`config.mk`:
```
export PLATFORM = sky130hd
export DESIGN_NAME = blpc_core
export DESIGN_NICKNAME = d
export VERILOG_FILES = /design/src/blpc_pkg.sv /design/src/blpc_core.sv /design/src/blpc_fifo.sv
export SDC_FILE = /design/constraint.sdc
export NUM_CORES = 1
export LEC_CHECK = 0
export BUFFER_PORTS_ARGS = -buffer_cell sky130_fd_sc_hd__buf_2
export CORE_ASPECT_RATIO = 1.5
export CORE_MARGIN = 3
export CORE_UTILIZATION = 50
export DETAILED_ROUTE_END_ITERATION = 7
export PLACE_DENSITY = 0.67
export RECOVER_POWER = 100
export SLEW_MARGIN = 40
export SYNTH_ARGS = -nofsm -noshare
export SYNTH_HDL_FRONTEND = slang
export SYNTH_SLANG_ARGS = --single-unit
```
`constraint.sdc`:
```
create_clock -name sys_clk -period 16.53 [get_ports sys_clk]
set_input_delay 3.306 -clock sys_clk [delete_from_list [all_inputs] [get_ports sys_clk]]
set_output_delay 3.306 -clock sys_clk [all_outputs]
set_load 0.005 [all_outputs]
```
`src/blpc_pkg.sv`:
```
package blpc_pkg;
  // ----------------------------------------------------------------
  // Clock and widths
  // ----------------------------------------------------------------
  localparam int CLK_MHZ = 125;
  localparam int ADDR_W = 16;
  // ----------------------------------------------------------------
  // Configuration word layout and reset value
  // ----------------------------------------------------------------
  localparam logic [15:0] CFG_RST = 16'h8F2F;
  localparam int PD_BIT = 15;
  localparam int DRV_LO = 12;
  localparam int LAT_LO = 4;
  localparam int FIX_BIT = 3;
  localparam int HYB_BIT = 2;
  localparam int BL_LO = 0;
  // ----------------------------------------------------------------
  // Command-address phase layout
  // ----------------------------------------------------------------
  localparam int CA_BYTES = 6;
  localparam int CA_RW = 47;
  localparam int CA_AS = 46;
  localparam int CA_BT = 45;
  localparam int CA_ALO = 16;
  // ----------------------------------------------------------------
  // Field encodings
  // ----------------------------------------------------------------
  localparam logic [3:0] LAT_C3 = 4'hE;
  localparam logic [3:0] LAT_C4 = 4'hF;
  localparam logic [3:0] LAT_C5 = 4'h0;
  localparam logic [3:0] LAT_C6 = 4'h1;
  localparam logic [3:0] LAT_C7 = 4'h2;
  localparam logic [1:0] BL_128 = 2'h0;
  localparam logic [1:0] BL_64 = 2'h1;
  localparam logic [1:0] BL_16 = 2'h2;
  localparam logic [1:0] BL_32 = 2'h3;
  // ----------------------------------------------------------------
  // Timing
  // ----------------------------------------------------------------
  localparam int PD_ENTRY_NS = 3000;
  localparam int PD_ENTRY_CYC = PD_ENTRY_NS * CLK_MHZ / 1000;
  localparam int REFRESH_NS = 4000;
  localparam int REFRESH_CYC = REFRESH_NS * CLK_MHZ / 1000;
  localparam int REFRESH_BUSY_CYC = 16;
  typedef enum logic [2:0] {
    ST_IDLE = 3'h0, ST_CA = 3'h1, ST_LAT = 3'h3, ST_DATA = 3'h2,
    ST_REGW = 3'h6, ST_ENTRY = 3'h7, ST_PDOWN = 3'h5
  } blpc_state_type;
  typedef enum logic [1:0] {SEQ_LIN = 2'h0, SEQ_WRAP = 2'h1, SEQ_HYB = 2'h3} blpc_seq_type;
endpackage : blpc_pkg

```
`src/blpc_core.sv`:
```
// What this block does
// - Hybrid: wrap once through the aligned group, then linear from next group.
// - Legacy wrap: step to group end, wrap, stop before start word repeats.
// - Linear: word address increments by one with no wrap until chip select ends.
// - Array access and register read wait latency from the configured field.
// - Latency after reset is seven clocks.
// - Pending refresh at start: strobe high in command phase, latency doubled.
// - Register write: no latency, data captured right after command phase.
// - Refresh may run during register write capture without disturbing it.
// - Fixed latency: strobe always high in command phase, two latency periods.
// - Fixed latency is on after power-on and hardware reset.
// - Three-bit drive strength field, reset value zero.
// - Clearing power-down bit enters lowest power state; refresh stops.
// - Chip select low then high, or any reset, wakes the device.
// - In lowest power state only chip select and reset pin are watched.
// - Power-down bit returns to one after waking.
// - Latency codes E,F,0,1,2 give 3 to 7 clocks; others reserved.
// - Burst length codes 128, 64, 16, 32 bytes; reset code 11.
// - Hybrid bit: 0 hybrid, 1 legacy, only for wrapped command bursts.
module blpc_core #(
  parameter int AW = blpc_pkg::ADDR_W,
  parameter int FD = 8
) (
  input wire logic sys_clk,
  input wire logic sys_rst,
  input wire logic csN,
  input wire logic ck,
  input wire logic resetN,
  input wire logic [7:0] dqIn,
  output logic [7:0] dqOut,
  output logic dqOe,
  input wire logic rwdsIn,
  output logic rwdsOut,
  output logic rwdsOe,
  output logic memValid,
  input wire logic memReady,
  output logic memWe,
  output logic [1:0] memMask,
  output logic [AW-1:0] memAddr,
  output logic [15:0] memWdata,
  input wire logic [15:0] memRdata,
  output logic [2:0] driveStrength,
  output logic inPowerDown,
  output logic overrun
);
  localparam int FW = 3 + AW + 16;
  localparam int RCW = $clog2(blpc_pkg::REFRESH_CYC + 1);
  localparam int PCW = $clog2(blpc_pkg::PD_ENTRY_CYC + 1);
  localparam logic [RCW-1:0] REF_LOAD = RCW'(blpc_pkg::REFRESH_CYC - 1);
  localparam logic [4:0] BUSY_LOAD = 5'(blpc_pkg::REFRESH_BUSY_CYC);
  localparam logic [PCW-1:0] PD_LOAD = PCW'(blpc_pkg::PD_ENTRY_CYC - 1);

  // ----------------------------------------------------------------
  // Functions
  // ----------------------------------------------------------------
  function automatic logic [3:0] latClocks(input logic [3:0] code);
    case (code)
      blpc_pkg::LAT_C3: latClocks = 4'h3;
      blpc_pkg::LAT_C4: latClocks = 4'h4;
      blpc_pkg::LAT_C5: latClocks = 4'h5;
      blpc_pkg::LAT_C6: latClocks = 4'h6;
      default: latClocks = 4'h7;
    endcase
  endfunction : latClocks

  function automatic logic [AW-1:0] grpMask(input logic [1:0] code);
    case (code)
      blpc_pkg::BL_128: grpMask = AW'(16'h003F);
      blpc_pkg::BL_64: grpMask = AW'(16'h001F);
      blpc_pkg::BL_16: grpMask = AW'(16'h0007);
      default: grpMask = AW'(16'h000F);
    endcase
  endfunction : grpMask

  function automatic logic [AW-1:0] wrapNext(input logic [AW-1:0] a, input logic [AW-1:0] m);
    wrapNext = (a & ~m) | ((a + AW'(1)) & m);
  endfunction : wrapNext

  // ----------------------------------------------------------------
  // Pin synchronisers and edge detection
  // ----------------------------------------------------------------
  logic [11:0] pinS1_r, pinS2_r;
  logic ckPrev_r;
  always_ff @(posedge sys_clk or posedge sys_rst) begin
    if (sys_rst) begin
      pinS1_r <= 12'hC00;
      pinS2_r <= 12'hC00;
      ckPrev_r <= 1'b0;
    end else begin
      pinS1_r <= {resetN, csN, ck, rwdsIn, dqIn};
      pinS2_r <= pinS1_r;
      ckPrev_r <= pinS2_r[9];
    end
  end
  logic hwRst, csS, ckS, rwdsS, edgeS;
  logic [7:0] dqS;
  assign hwRst = ~pinS2_r[11];
  assign csS = pinS2_r[10];
  assign ckS = pinS2_r[9];
  assign rwdsS = pinS2_r[8];
  assign dqS = pinS2_r[7:0];
  // Both clock edges carry a byte
  assign edgeS = ckS ^ ckPrev_r;

  // ----------------------------------------------------------------
  // Shared state and decode
  // ----------------------------------------------------------------
  blpc_pkg::blpc_state_type state_r;
  blpc_pkg::blpc_seq_type seq_r;
  logic [15:0] cfg_r;
  logic [47:0] ca_r, caNext;
  logic [2:0] byteCnt_r;
  logic [5:0] latCnt_r, latEdges;
  logic dbl_r, isRead_r, isReg_r, hiSel_r, refPend_r, csLow_r;
  logic [AW-1:0] addr_r, start_r, nextAddr, mask, wrapN, startAddr;
  logic wrapDone_r, seqStop_r, wrapDoneNxt, seqStopNxt;
  logic pushValid_r, fifoInReady;
  logic [FW-1:0] pushData_r, fifoOut;
  logic caLast, regWr, latDone, wordDone, wordAdv, wake;
  logic [PCW-1:0] pdCnt_r;
  assign caNext = {ca_r[39:0], dqS};
  assign caLast = (state_r == blpc_pkg::ST_CA) && edgeS && (byteCnt_r == 3'h5);
  assign regWr = !caNext[blpc_pkg::CA_RW] && caNext[blpc_pkg::CA_AS];
  assign latDone = (state_r == blpc_pkg::ST_LAT) && edgeS && (latCnt_r == 6'h01);
  assign wordDone = (state_r == blpc_pkg::ST_DATA) && edgeS && !hiSel_r;
  assign wordAdv = wordDone && (!pushValid_r || fifoInReady) && !seqStop_r;
  assign wake = (state_r == blpc_pkg::ST_PDOWN) && csS && csLow_r;
  assign startAddr = {caNext[blpc_pkg::CA_ALO +: AW-3], caNext[2:0]};
  assign mask = grpMask(cfg_r[blpc_pkg::BL_LO +: 2]);
  assign wrapN = wrapNext(addr_r, mask);
  // Fixed mode or a pending refresh doubles the wait
  assign latEdges = dbl_r ? {latClocks(cfg_r[blpc_pkg::LAT_LO +: 4]), 2'b00}
                          : {1'b0, latClocks(cfg_r[blpc_pkg::LAT_LO +: 4]), 1'b0};

  // ----------------------------------------------------------------
  // Transaction flow
  // ----------------------------------------------------------------
  always_ff @(posedge sys_clk or posedge sys_rst) begin
    if (sys_rst) begin
      state_r <= blpc_pkg::ST_IDLE;
    end else if (hwRst) begin
      state_r <= blpc_pkg::ST_IDLE;
    end else begin
      case (state_r)
        blpc_pkg::ST_IDLE: if (!csS) state_r <= blpc_pkg::ST_CA;
        blpc_pkg::ST_CA: begin
          if (csS) state_r <= blpc_pkg::ST_IDLE;
          else if (caLast) state_r <= regWr ? blpc_pkg::ST_REGW : blpc_pkg::ST_LAT;
        end
        blpc_pkg::ST_LAT: begin
          if (csS) state_r <= blpc_pkg::ST_IDLE;
          else if (latDone) state_r <= blpc_pkg::ST_DATA;
        end
        blpc_pkg::ST_DATA: if (csS) state_r <= blpc_pkg::ST_IDLE;
        blpc_pkg::ST_REGW: begin
          if (csS) state_r <= cfg_r[blpc_pkg::PD_BIT] ? blpc_pkg::ST_IDLE
                                                     : blpc_pkg::ST_ENTRY;
        end
        blpc_pkg::ST_ENTRY: if (pdCnt_r == '0) state_r <= blpc_pkg::ST_PDOWN;
        blpc_pkg::ST_PDOWN: if (wake) state_r <= blpc_pkg::ST_IDLE;
        default: state_r <= blpc_pkg::ST_IDLE;
      endcase
    end
  end

  // ----------------------------------------------------------------
  // Command capture and latency count
  // ----------------------------------------------------------------
  always_ff @(posedge sys_clk or posedge sys_rst) begin
    if (sys_rst) begin
      ca_r <= '0;
      byteCnt_r <= 3'h0;
      latCnt_r <= 6'h00;
      dbl_r <= 1'b0;
    end else if (state_r == blpc_pkg::ST_IDLE) begin
      byteCnt_r <= 3'h0;
      dbl_r <= cfg_r[blpc_pkg::FIX_BIT] || refPend_r;
    end else if (edgeS) begin
      if (state_r == blpc_pkg::ST_CA) ca_r <= caNext;
      if (caLast) byteCnt_r <= 3'h0;
      else if (byteCnt_r != 3'h7) byteCnt_r <= byteCnt_r + 3'h1;
      if (caLast) latCnt_r <= latEdges;
      else if (state_r == blpc_pkg::ST_LAT) latCnt_r <= latCnt_r - 6'h01;
    end
  end

  // ----------------------------------------------------------------
  // Burst address sequencer
  // ----------------------------------------------------------------
  always_comb begin
    nextAddr = addr_r + AW'(1);
    wrapDoneNxt = wrapDone_r;
    seqStopNxt = seqStop_r;
    case (seq_r)
      blpc_pkg::SEQ_WRAP: begin
        nextAddr = wrapN;
        seqStopNxt = (wrapN == start_r);
      end
      blpc_pkg::SEQ_HYB: begin
        if (!wrapDone_r && (wrapN == start_r)) begin
          nextAddr = (start_r & ~mask) + mask + AW'(1);
          wrapDoneNxt = 1'b1;
        end else if (!wrapDone_r) begin
          nextAddr = wrapN;
        end
      end
      default: nextAddr = addr_r + AW'(1);
    endcase
  end

  logic [7:0] hiByte_r;
  logic maskHi_r;
  always_ff @(posedge sys_clk or posedge sys_rst) begin
    if (sys_rst) begin
      addr_r <= '0;
      start_r <= '0;
      seq_r <= blpc_pkg::SEQ_LIN;
      isRead_r <= 1'b0;
      isReg_r <= 1'b0;
      wrapDone_r <= 1'b0;
      seqStop_r <= 1'b0;
      hiSel_r <= 1'b0;
      hiByte_r <= 8'h00;
      maskHi_r <= 1'b0;
    end else if (caLast) begin
      addr_r <= startAddr;
      start_r <= startAddr;
      isRead_r <= caNext[blpc_pkg::CA_RW];
      isReg_r <= caNext[blpc_pkg::CA_AS];
      if (caNext[blpc_pkg::CA_BT]) seq_r <= blpc_pkg::SEQ_LIN;
      else if (cfg_r[blpc_pkg::HYB_BIT]) seq_r <= blpc_pkg::SEQ_WRAP;
      else seq_r <= blpc_pkg::SEQ_HYB;
      wrapDone_r <= 1'b0;
      seqStop_r <= 1'b0;
      hiSel_r <= 1'b1;
    end else if ((state_r == blpc_pkg::ST_DATA) && edgeS) begin
      hiSel_r <= ~hiSel_r;
      if (hiSel_r) begin
        hiByte_r <= dqS;
        maskHi_r <= rwdsS;
      end
      if (wordAdv) begin
        addr_r <= nextAddr;
        wrapDone_r <= wrapDoneNxt;
        seqStop_r <= seqStopNxt;
      end
    end
  end

  // ----------------------------------------------------------------
  // Word hand-off into the FIFO
  // ----------------------------------------------------------------
  // Lost words are flagged; the link itself cannot be held off
  logic overrun_r;
  always_ff @(posedge sys_clk or posedge sys_rst) begin
    if (sys_rst) begin
      pushValid_r <= 1'b0;
      pushData_r <= '0;
      overrun_r <= 1'b0;
    end else begin
      if (wordAdv && !isReg_r) begin
        pushValid_r <= 1'b1;
        pushData_r <= {!isRead_r, maskHi_r, rwdsS, addr_r, hiByte_r, dqS};
      end else if (fifoInReady) begin
        pushValid_r <= 1'b0;
      end
      if (wordDone && pushValid_r && !fifoInReady && !seqStop_r) overrun_r <= 1'b1;
      else if (hwRst) overrun_r <= 1'b0;
    end
  end

  blpc_fifo #(.W(FW), .D(FD)) u_fifo (
    .sys_clk(sys_clk),
    .sys_rst(sys_rst),
    .inValid(pushValid_r),
    .inReady(fifoInReady),
    .inData(pushData_r),
    .outValid(memValid),
    .outReady(memReady),
    .outData(fifoOut)
  );
  assign memWe = fifoOut[FW-1];
  assign memMask = fifoOut[FW-2 -: 2];
  assign memAddr = fifoOut[16 +: AW];
  assign memWdata = fifoOut[15:0];

  // ----------------------------------------------------------------
  // Pin drivers
  // ----------------------------------------------------------------
  logic [7:0] dqOut_r;
  logic dqOe_r, rwdsOut_r, rwdsOe_r;
  logic [15:0] rdWord;
  // Array read data is whatever the user side holds at that moment
  assign rdWord = isReg_r ? cfg_r : memRdata;
  always_ff @(posedge sys_clk or posedge sys_rst) begin
    if (sys_rst) begin
      dqOut_r <= 8'h00;
      dqOe_r <= 1'b0;
      rwdsOut_r <= 1'b0;
      rwdsOe_r <= 1'b0;
    end else if (hwRst || csS || (state_r == blpc_pkg::ST_ENTRY)
                 || (state_r == blpc_pkg::ST_PDOWN)) begin
      dqOe_r <= 1'b0;
      rwdsOe_r <= 1'b0;
      rwdsOut_r <= 1'b0;
    end else if (state_r == blpc_pkg::ST_IDLE) begin
      rwdsOe_r <= 1'b1;
      rwdsOut_r <= cfg_r[blpc_pkg::FIX_BIT] || refPend_r;
    end else if (caLast) begin
      rwdsOe_r <= caNext[blpc_pkg::CA_RW];
      rwdsOut_r <= 1'b0;
    end else if ((state_r == blpc_pkg::ST_DATA) && isRead_r && edgeS) begin
      dqOe_r <= 1'b1;
      dqOut_r <= hiSel_r ? rdWord[15:8] : rdWord[7:0];
      rwdsOut_r <= hiSel_r;
    end
  end
  assign dqOut = dqOut_r;
  assign dqOe = dqOe_r;
  assign rwdsOut = rwdsOut_r;
  assign rwdsOe = rwdsOe_r;

  // ----------------------------------------------------------------
  // Configuration word
  // ----------------------------------------------------------------
  logic [7:0] regHi_r;
  logic [2:0] drive_r;
  logic inPd_r;
  always_ff @(posedge sys_clk or posedge sys_rst) begin
    if (sys_rst) begin
      cfg_r <= blpc_pkg::CFG_RST;
      regHi_r <= 8'h00;
    end else if (hwRst) begin
      cfg_r <= blpc_pkg::CFG_RST;
    end else if (wake) begin
      cfg_r[blpc_pkg::PD_BIT] <= 1'b1;
    end else if ((state_r == blpc_pkg::ST_REGW) && edgeS) begin
      // Strobe level is not consulted here
      if (byteCnt_r == 3'h0) regHi_r <= dqS;
      else if (byteCnt_r == 3'h1) cfg_r <= {regHi_r, dqS};
    end
  end
  always_ff @(posedge sys_clk or posedge sys_rst) begin
    if (sys_rst) begin
      drive_r <= 3'h0;
      inPd_r <= 1'b0;
    end else begin
      drive_r <= cfg_r[blpc_pkg::DRV_LO +: 3];
      inPd_r <= (state_r == blpc_pkg::ST_PDOWN);
    end
  end
  assign driveStrength = drive_r;
  assign inPowerDown = inPd_r;
  assign overrun = overrun_r;

  // ----------------------------------------------------------------
  // Self refresh and power-down timing
  // ----------------------------------------------------------------
  logic [RCW-1:0] refCnt_r;
  logic [4:0] busy_r;
  logic refOk;
  // Refresh may overlap register capture
  assign refOk = (state_r == blpc_pkg::ST_IDLE) || (state_r == blpc_pkg::ST_REGW);
  always_ff @(posedge sys_clk or posedge sys_rst) begin
    if (sys_rst) begin
      refCnt_r <= REF_LOAD;
      busy_r <= 5'h00;
      refPend_r <= 1'b0;
    end else if (hwRst || (state_r == blpc_pkg::ST_ENTRY) || (state_r == blpc_pkg::ST_PDOWN)) begin
      refCnt_r <= REF_LOAD;
      busy_r <= 5'h00;
      refPend_r <= 1'b0;
    end else begin
      refCnt_r <= (refCnt_r == '0) ? REF_LOAD : refCnt_r - RCW'(1);
      if (busy_r != 5'h00) busy_r <= busy_r - 5'h01;
      else if (refPend_r && refOk) busy_r <= BUSY_LOAD;
      if (refCnt_r == '0) refPend_r <= 1'b1;
      else if (busy_r == 5'h01) refPend_r <= 1'b0;
    end
  end
  always_ff @(posedge sys_clk or posedge sys_rst) begin
    if (sys_rst) begin
      pdCnt_r <= PD_LOAD;
      csLow_r <= 1'b0;
    end else begin
      if (state_r == blpc_pkg::ST_ENTRY) pdCnt_r <= pdCnt_r - PCW'(1);
      else pdCnt_r <= PD_LOAD;
      if (state_r != blpc_pkg::ST_PDOWN) csLow_r <= 1'b0;
      else if (!csS) csLow_r <= 1'b1;
    end
  end

  // ----------------------------------------------------------------
  // Assertions
  // ----------------------------------------------------------------
  logic [5:0] latSeen_r;
  always_ff @(posedge sys_clk or posedge sys_rst) begin
    if (sys_rst) latSeen_r <= 6'h00;
    else if (state_r != blpc_pkg::ST_LAT) latSeen_r <= 6'h00;
    else if (edgeS) latSeen_r <= latSeen_r + 6'h01;
  end
endmodule : blpc_core

```
`src/blpc_fifo.sv`:
```
module blpc_fifo #(
  parameter int W = 35,
  parameter int D = 8
) (
  input wire logic sys_clk,
  input wire logic sys_rst,
  input wire logic inValid,
  output logic inReady,
  input wire logic [W-1:0] inData,
  output logic outValid,
  input wire logic outReady,
  output logic [W-1:0] outData
);
  // D must be a power of two: pointers wrap by overflow
  localparam int AW = $clog2(D);
  logic [W-1:0] mem [D];
  logic [AW-1:0] wrPtr_r, rdPtr_r;
  logic [AW:0] cnt_r;
  logic push, pop;
  assign inReady = (cnt_r != (AW+1)'(D));
  assign push = inValid && inReady;
  assign pop = (cnt_r != '0) && (!outValid || outReady);
  always_ff @(posedge sys_clk) begin
    if (push) mem[wrPtr_r] <= inData;
  end
  always_ff @(posedge sys_clk or posedge sys_rst) begin
    if (sys_rst) begin
      wrPtr_r <= '0;
      rdPtr_r <= '0;
      cnt_r <= '0;
    end else begin
      wrPtr_r <= wrPtr_r + AW'(push);
      rdPtr_r <= rdPtr_r + AW'(pop);
      cnt_r <= cnt_r + (AW+1)'(push) - (AW+1)'(pop);
    end
  end
  // Registered output stage keeps the drain side glitch free
  always_ff @(posedge sys_clk or posedge sys_rst) begin
    if (sys_rst) begin
      outValid <= 1'b0;
      outData <= '0;
    end else if (pop) begin
      outValid <= 1'b1;
      outData <= mem[rdPtr_r];
    end else if (outReady) begin
      outValid <= 1'b0;
    end
  end
endmodule : blpc_fifo

```
==> summary.md <==
| Metric | Value |
|---|---|
| Status | `complete, but fails checks` |
| Violated checks | `max-capacitance violations, max-slew violations` |
| # nets final | `1580` |
| Vias in the first global route | `about 13000` |
| Drt pass-1 iters | `5` |
| WP data required | `16150 ps` |
| Unrepaired setup endpoints after global routing | `false` |
| Library cells used by synthesis | `65` |
| Worst Hold Endpoint | `pinS2_r[4]` |
| Max-slew violations | `543` |
| Power density over the cells | `around 150 mW/mm²` |
| Leak | `0.009576 µW` |
| Worst r2r dst | `pushData_r[32]` |
| Setup repair bufs after CTS | `0` |
| Hold Path Class | `flip-flop to flip-flop` |
| Worst Max-Slew Pin Slew | `slightly below 6000 ps` |
| Net count after synthesis | `1493` |
| # hold bufs at CTS | `0` |
| Final HPWL DP | `roughly 28000 µm` |
| Critical path fanouts, max | `126` |
| Root buf cell | `clkbuf_16` |
| Post-Syn Instances | `1439` |
| Area grow syn2layout | `11.97%` |
| Multiplexer area fraction after synthesis | `14.22%` |
| Total core area | `0.04329 mm²` |
| FP Rows | `93` |
| P_int | `2661 µW` |
| H-tree lvl count | `2` |
| Crit. End Element | `async pin` |
| Final min period | `between 7000 and 8000 ps` |
| Worst Setup Start Kind | `input pin` |
| Clk_lat worst skew | `570 ps` |
| Post-synthesis simple-gate area fraction | `approximately 7.7%` |
| Post-synth EDFFs | `280` |
| Total GRT Usage | `around a fifth` |
| Initial antenna violation count | `0` |
| Routed Antenna Nets | `0` |
| FFs w/ async S/R, synth | `48.43%` |
| R2R setup slack | `roughly 12000 ps` |
| Flops & latches, synth | `543` |
| Fraction of layout cells with a size suffix above 1 | `22.51%` |
| PostCTS Resize Cnt | `0` |
| Post-Route Setup TNS | `0 ps` |
| Peak supply drop | `0.08928 mV` |
| IO buf count | `82` |
| Pin count of the biggest net entering global routing | `127` |
| Gr ovfl total | `0` |
| Compound-cell area share of the yosys netlist | `4.243%` |
| CP Data Arrival Time | `around 6700 ps` |
| Io pins | `83` |
| Psw | `about 950 µW` |
| Final core utilization | `between 50% and 60%` |
| Final Hold Fails | `0` |
| Inserted Diodes | `0` |
| Setup Skew | `14.36 ps` |
| RD Place Congestion | `0.8811` |
| Worst path bufs/invs | `2` |
| Sequential Power Share | `49.1%` |
| Drt wl/cell | `21.29 µm` |
| Xor/xnor share of the synthesized area | `approximately 2.7%` |
| Critical Path, Cell by Cell | `buf_2, clkinvlp_2` |
| CTS tree | `built` |
| Adder-cell share of the synthesized area | `1.337%` |
| Dominant synthesized flop cell | `edfxtp_1` |
| TritonCTS Buffers | `47` |
| Die width | `around 180 µm` |
| Combinational power share | `18.3%` |
| Detailed-route via count | `12160` |
| 1st-iter DRT viols | `just over 900` |
| Routed wire length | `45440 µm` |
| Clock Path Buffers | `3` |
| Sequential area share after synthesis | `approximately two thirds` |
| Slew Limit Headroom | `-286.3%` |
| CP peak stage delay | `3170 ps` |
| Leading cell type in the layout, fill and taps excluded | `edfxtp_1` |
| Die area | `0.04679 mm²` |
| Fmax | `141.0 MHz` |
| Clock-pin transition on the worst setup and hold timing paths | `approximately 60 ps` |
| Max-Cap Viols | `13` |
| Initial Utilization | `51.03%` |
| DR vias/cell | `about 5.7` |
| Clock power share | `about 33%` |
| CTS sink cnt | `roughly 540` |
| Switching share of power | `26.40%` |
| Cell class contributing the biggest share of worst-path delay | `buffers and inverters` |
| Yosys synthesis warning count | `0` |
| Crit Path Class | `input pin to async pin` |
| Slowest cell on crit path | `clkinvlp_2` |
| Reg2reg start | `state_r[1]` |
| Largest family of logic cells by synthesized area | `multiplexers` |
| Worst hold path depth | `0` |
| Hold path startpoint | `pinS1_r[4]` |
| Fraction of the cycle the final worst path needs | `42.91%` |
| Hold slack | `348.6 ps` |
| Worst-case reg-to-reg path depth | `7` |
| Syn_area_per_cell | `~15 µm²` |
| Final-report setup violation count | `0` |
| DRC | `0` |
| Post-Syn Area | `0.02209 mm²` |
| Die Y | `263.4 µm` |
| First-pass GRT wire length | `72530 µm` |
| Most frequent cells in the layout | `edfxtp_1 (280), dfrtp_1 (233), nand2_1 (142)` |
-- power groups by stage --
stage | logic (µW) | registers [µW] | clock network (µW)
3_3_place_gp | 667 | 1790 | 0
5_1_grt | 729 | 1800 | 1260
4_1_cts | 688 | 1780 | 1210
6_report | 660 | 1770 | 1180
2_1_floorplan | 533 | 1730 | 0
3_5_place_dp | 684 | 1800 | 0
-- layer usage --
metal	wire length, µm	GRT usage (%)	part of all wire [%]
met2	24750	35.83	54
met4	1188	6.352	2.6
met1	18080	24.93	40
met5	0	0	0
met3	1418	2.453	3.1
-- worst max-delay path by stage --
stage                                    to  slack [ps]  cells after the start                from
final                        pushData_r[22]        9440                      2             sys_rst
after global routing         pushData_r[22]        8570                      2             sys_rst
after CTS                             memWe       12070                      1  u_fifo.outData[34]
after detailed placement  u_fifo.rdPtr_r[2]       11480                      7            memReady
after global placement    u_fifo.rdPtr_r[0]       11320                      3             sys_rst
after floorplan                   addr_r[0]        6030                      1             sys_rst
-- synth_stat cells (5+ instances only) --
master / instances / area share, %
nor2_1: 79 / 1.3
o22ai_1: 5 / 0.14
o21ai_0: 27 / 0.61
edfxtp_1: 280 / 38
a21boi_0: 8 / 0.27
a21oi_1: 59 / 1.3
dfrtp_1: 236 / 27
and3_1: 9 / 0.25
nor3_1: 24 / 0.54
nor2b_1: 6 / 0.17
nand2_1: 142 / 2.4
a22oi_1: 8 / 0.27
nand3_1: 27 / 0.61
o221ai_1: 5 / 0.20
ha_1: 22 / 1.2
inv_1: 30 / 0.51
dfstp_2: 27 / 3.2
mux4_2: 78 / 8.0
nand4_1: 6 / 0.17
nor3b_1: 6 / 0.20
xnor2_1: 36 / 1.4
buf_1: 9 / 0.15
xor2_1: 33 / 1.3
buf_2: 5 / 0.11
mux2_2: 90 / 4.6
nor4_1: 11 / 0.31
and2_1: 5 / 0.14
a221o_1: 8 / 0.36
mux2i_1: 37 / 1.7
nand3b_1: 9 / 0.31
nand2b_1: 11 / 0.31
clkbuf_1: 47 / 0.80
-- cells by family after synthesis --
| logic type | count (synthesis) |
|---|---|
| AOI/OAI and AO/OA | 148 |
| xor gates and xnor gates | 69 |
| adders and majority gates | 23 |
| buffers and inverters | 94 |
| DFF | 543 |
| muxes | 205 |
| and+or+nand+nor | 357 |
-- layout make-up --
class | count | area (µm²)
Clock inverter | 21 | 321.6
Clock buffer | 66 | 1358
Timing Repair Buffer | 102 | 493.0
Sequential cell | 543 | 15030
Fill cell | 3449 | 18550
Multi-Input combinational cell | 802 | 6705
Inverter | 30 | 113.9
Tap cell | 570 | 713.2
-- state kept, by name, summed over array words and instances, names as in the netlist, 2 cells and up --
| register | flops |
|---|---|
| busy_r | 5 |
| dqOut | 8 |
| seq_r | 2 |
| u_fifo.mem | 280 |
| byteCnt_r | 3 |
| state_r | 3 |
| pdCnt_r | 9 |
| u_fifo.wrPtr_r | 3 |
| regHi_r | 8 |
| u_fifo.outData | 35 |
| u_fifo.rdPtr_r | 3 |
| latCnt_r | 6 |
| pinS1_r | 12 |
| ca_r | 30 |
| addr_r | 16 |
| start_r | 16 |
| pushData_r | 35 |
| hiByte_r | 8 |
| pinS2_r | 12 |
| cfg_r | 16 |
| u_fifo.cnt_r | 4 |
| refCnt_r | 9 |
| driveStrength | 3 |
-- through the flow --
stage | total power (µW) | worst slack (ps) | instances | cell area (µm²)
floorplan | 2261 | 6028 | 1439 | 22090
global placement | 2461 | 11320 | 2045 | 23180
detailed placement | 2488 | 11480 | 2047 | 23250
CTS | 3673 | 12070 | 2134 | 24930
global route | 3791 | 8569 | 2134 | 24730
finish | 3616 | 9437 | 2134 | 24730
No activity file was read; power rests on OpenSTA's default activity.
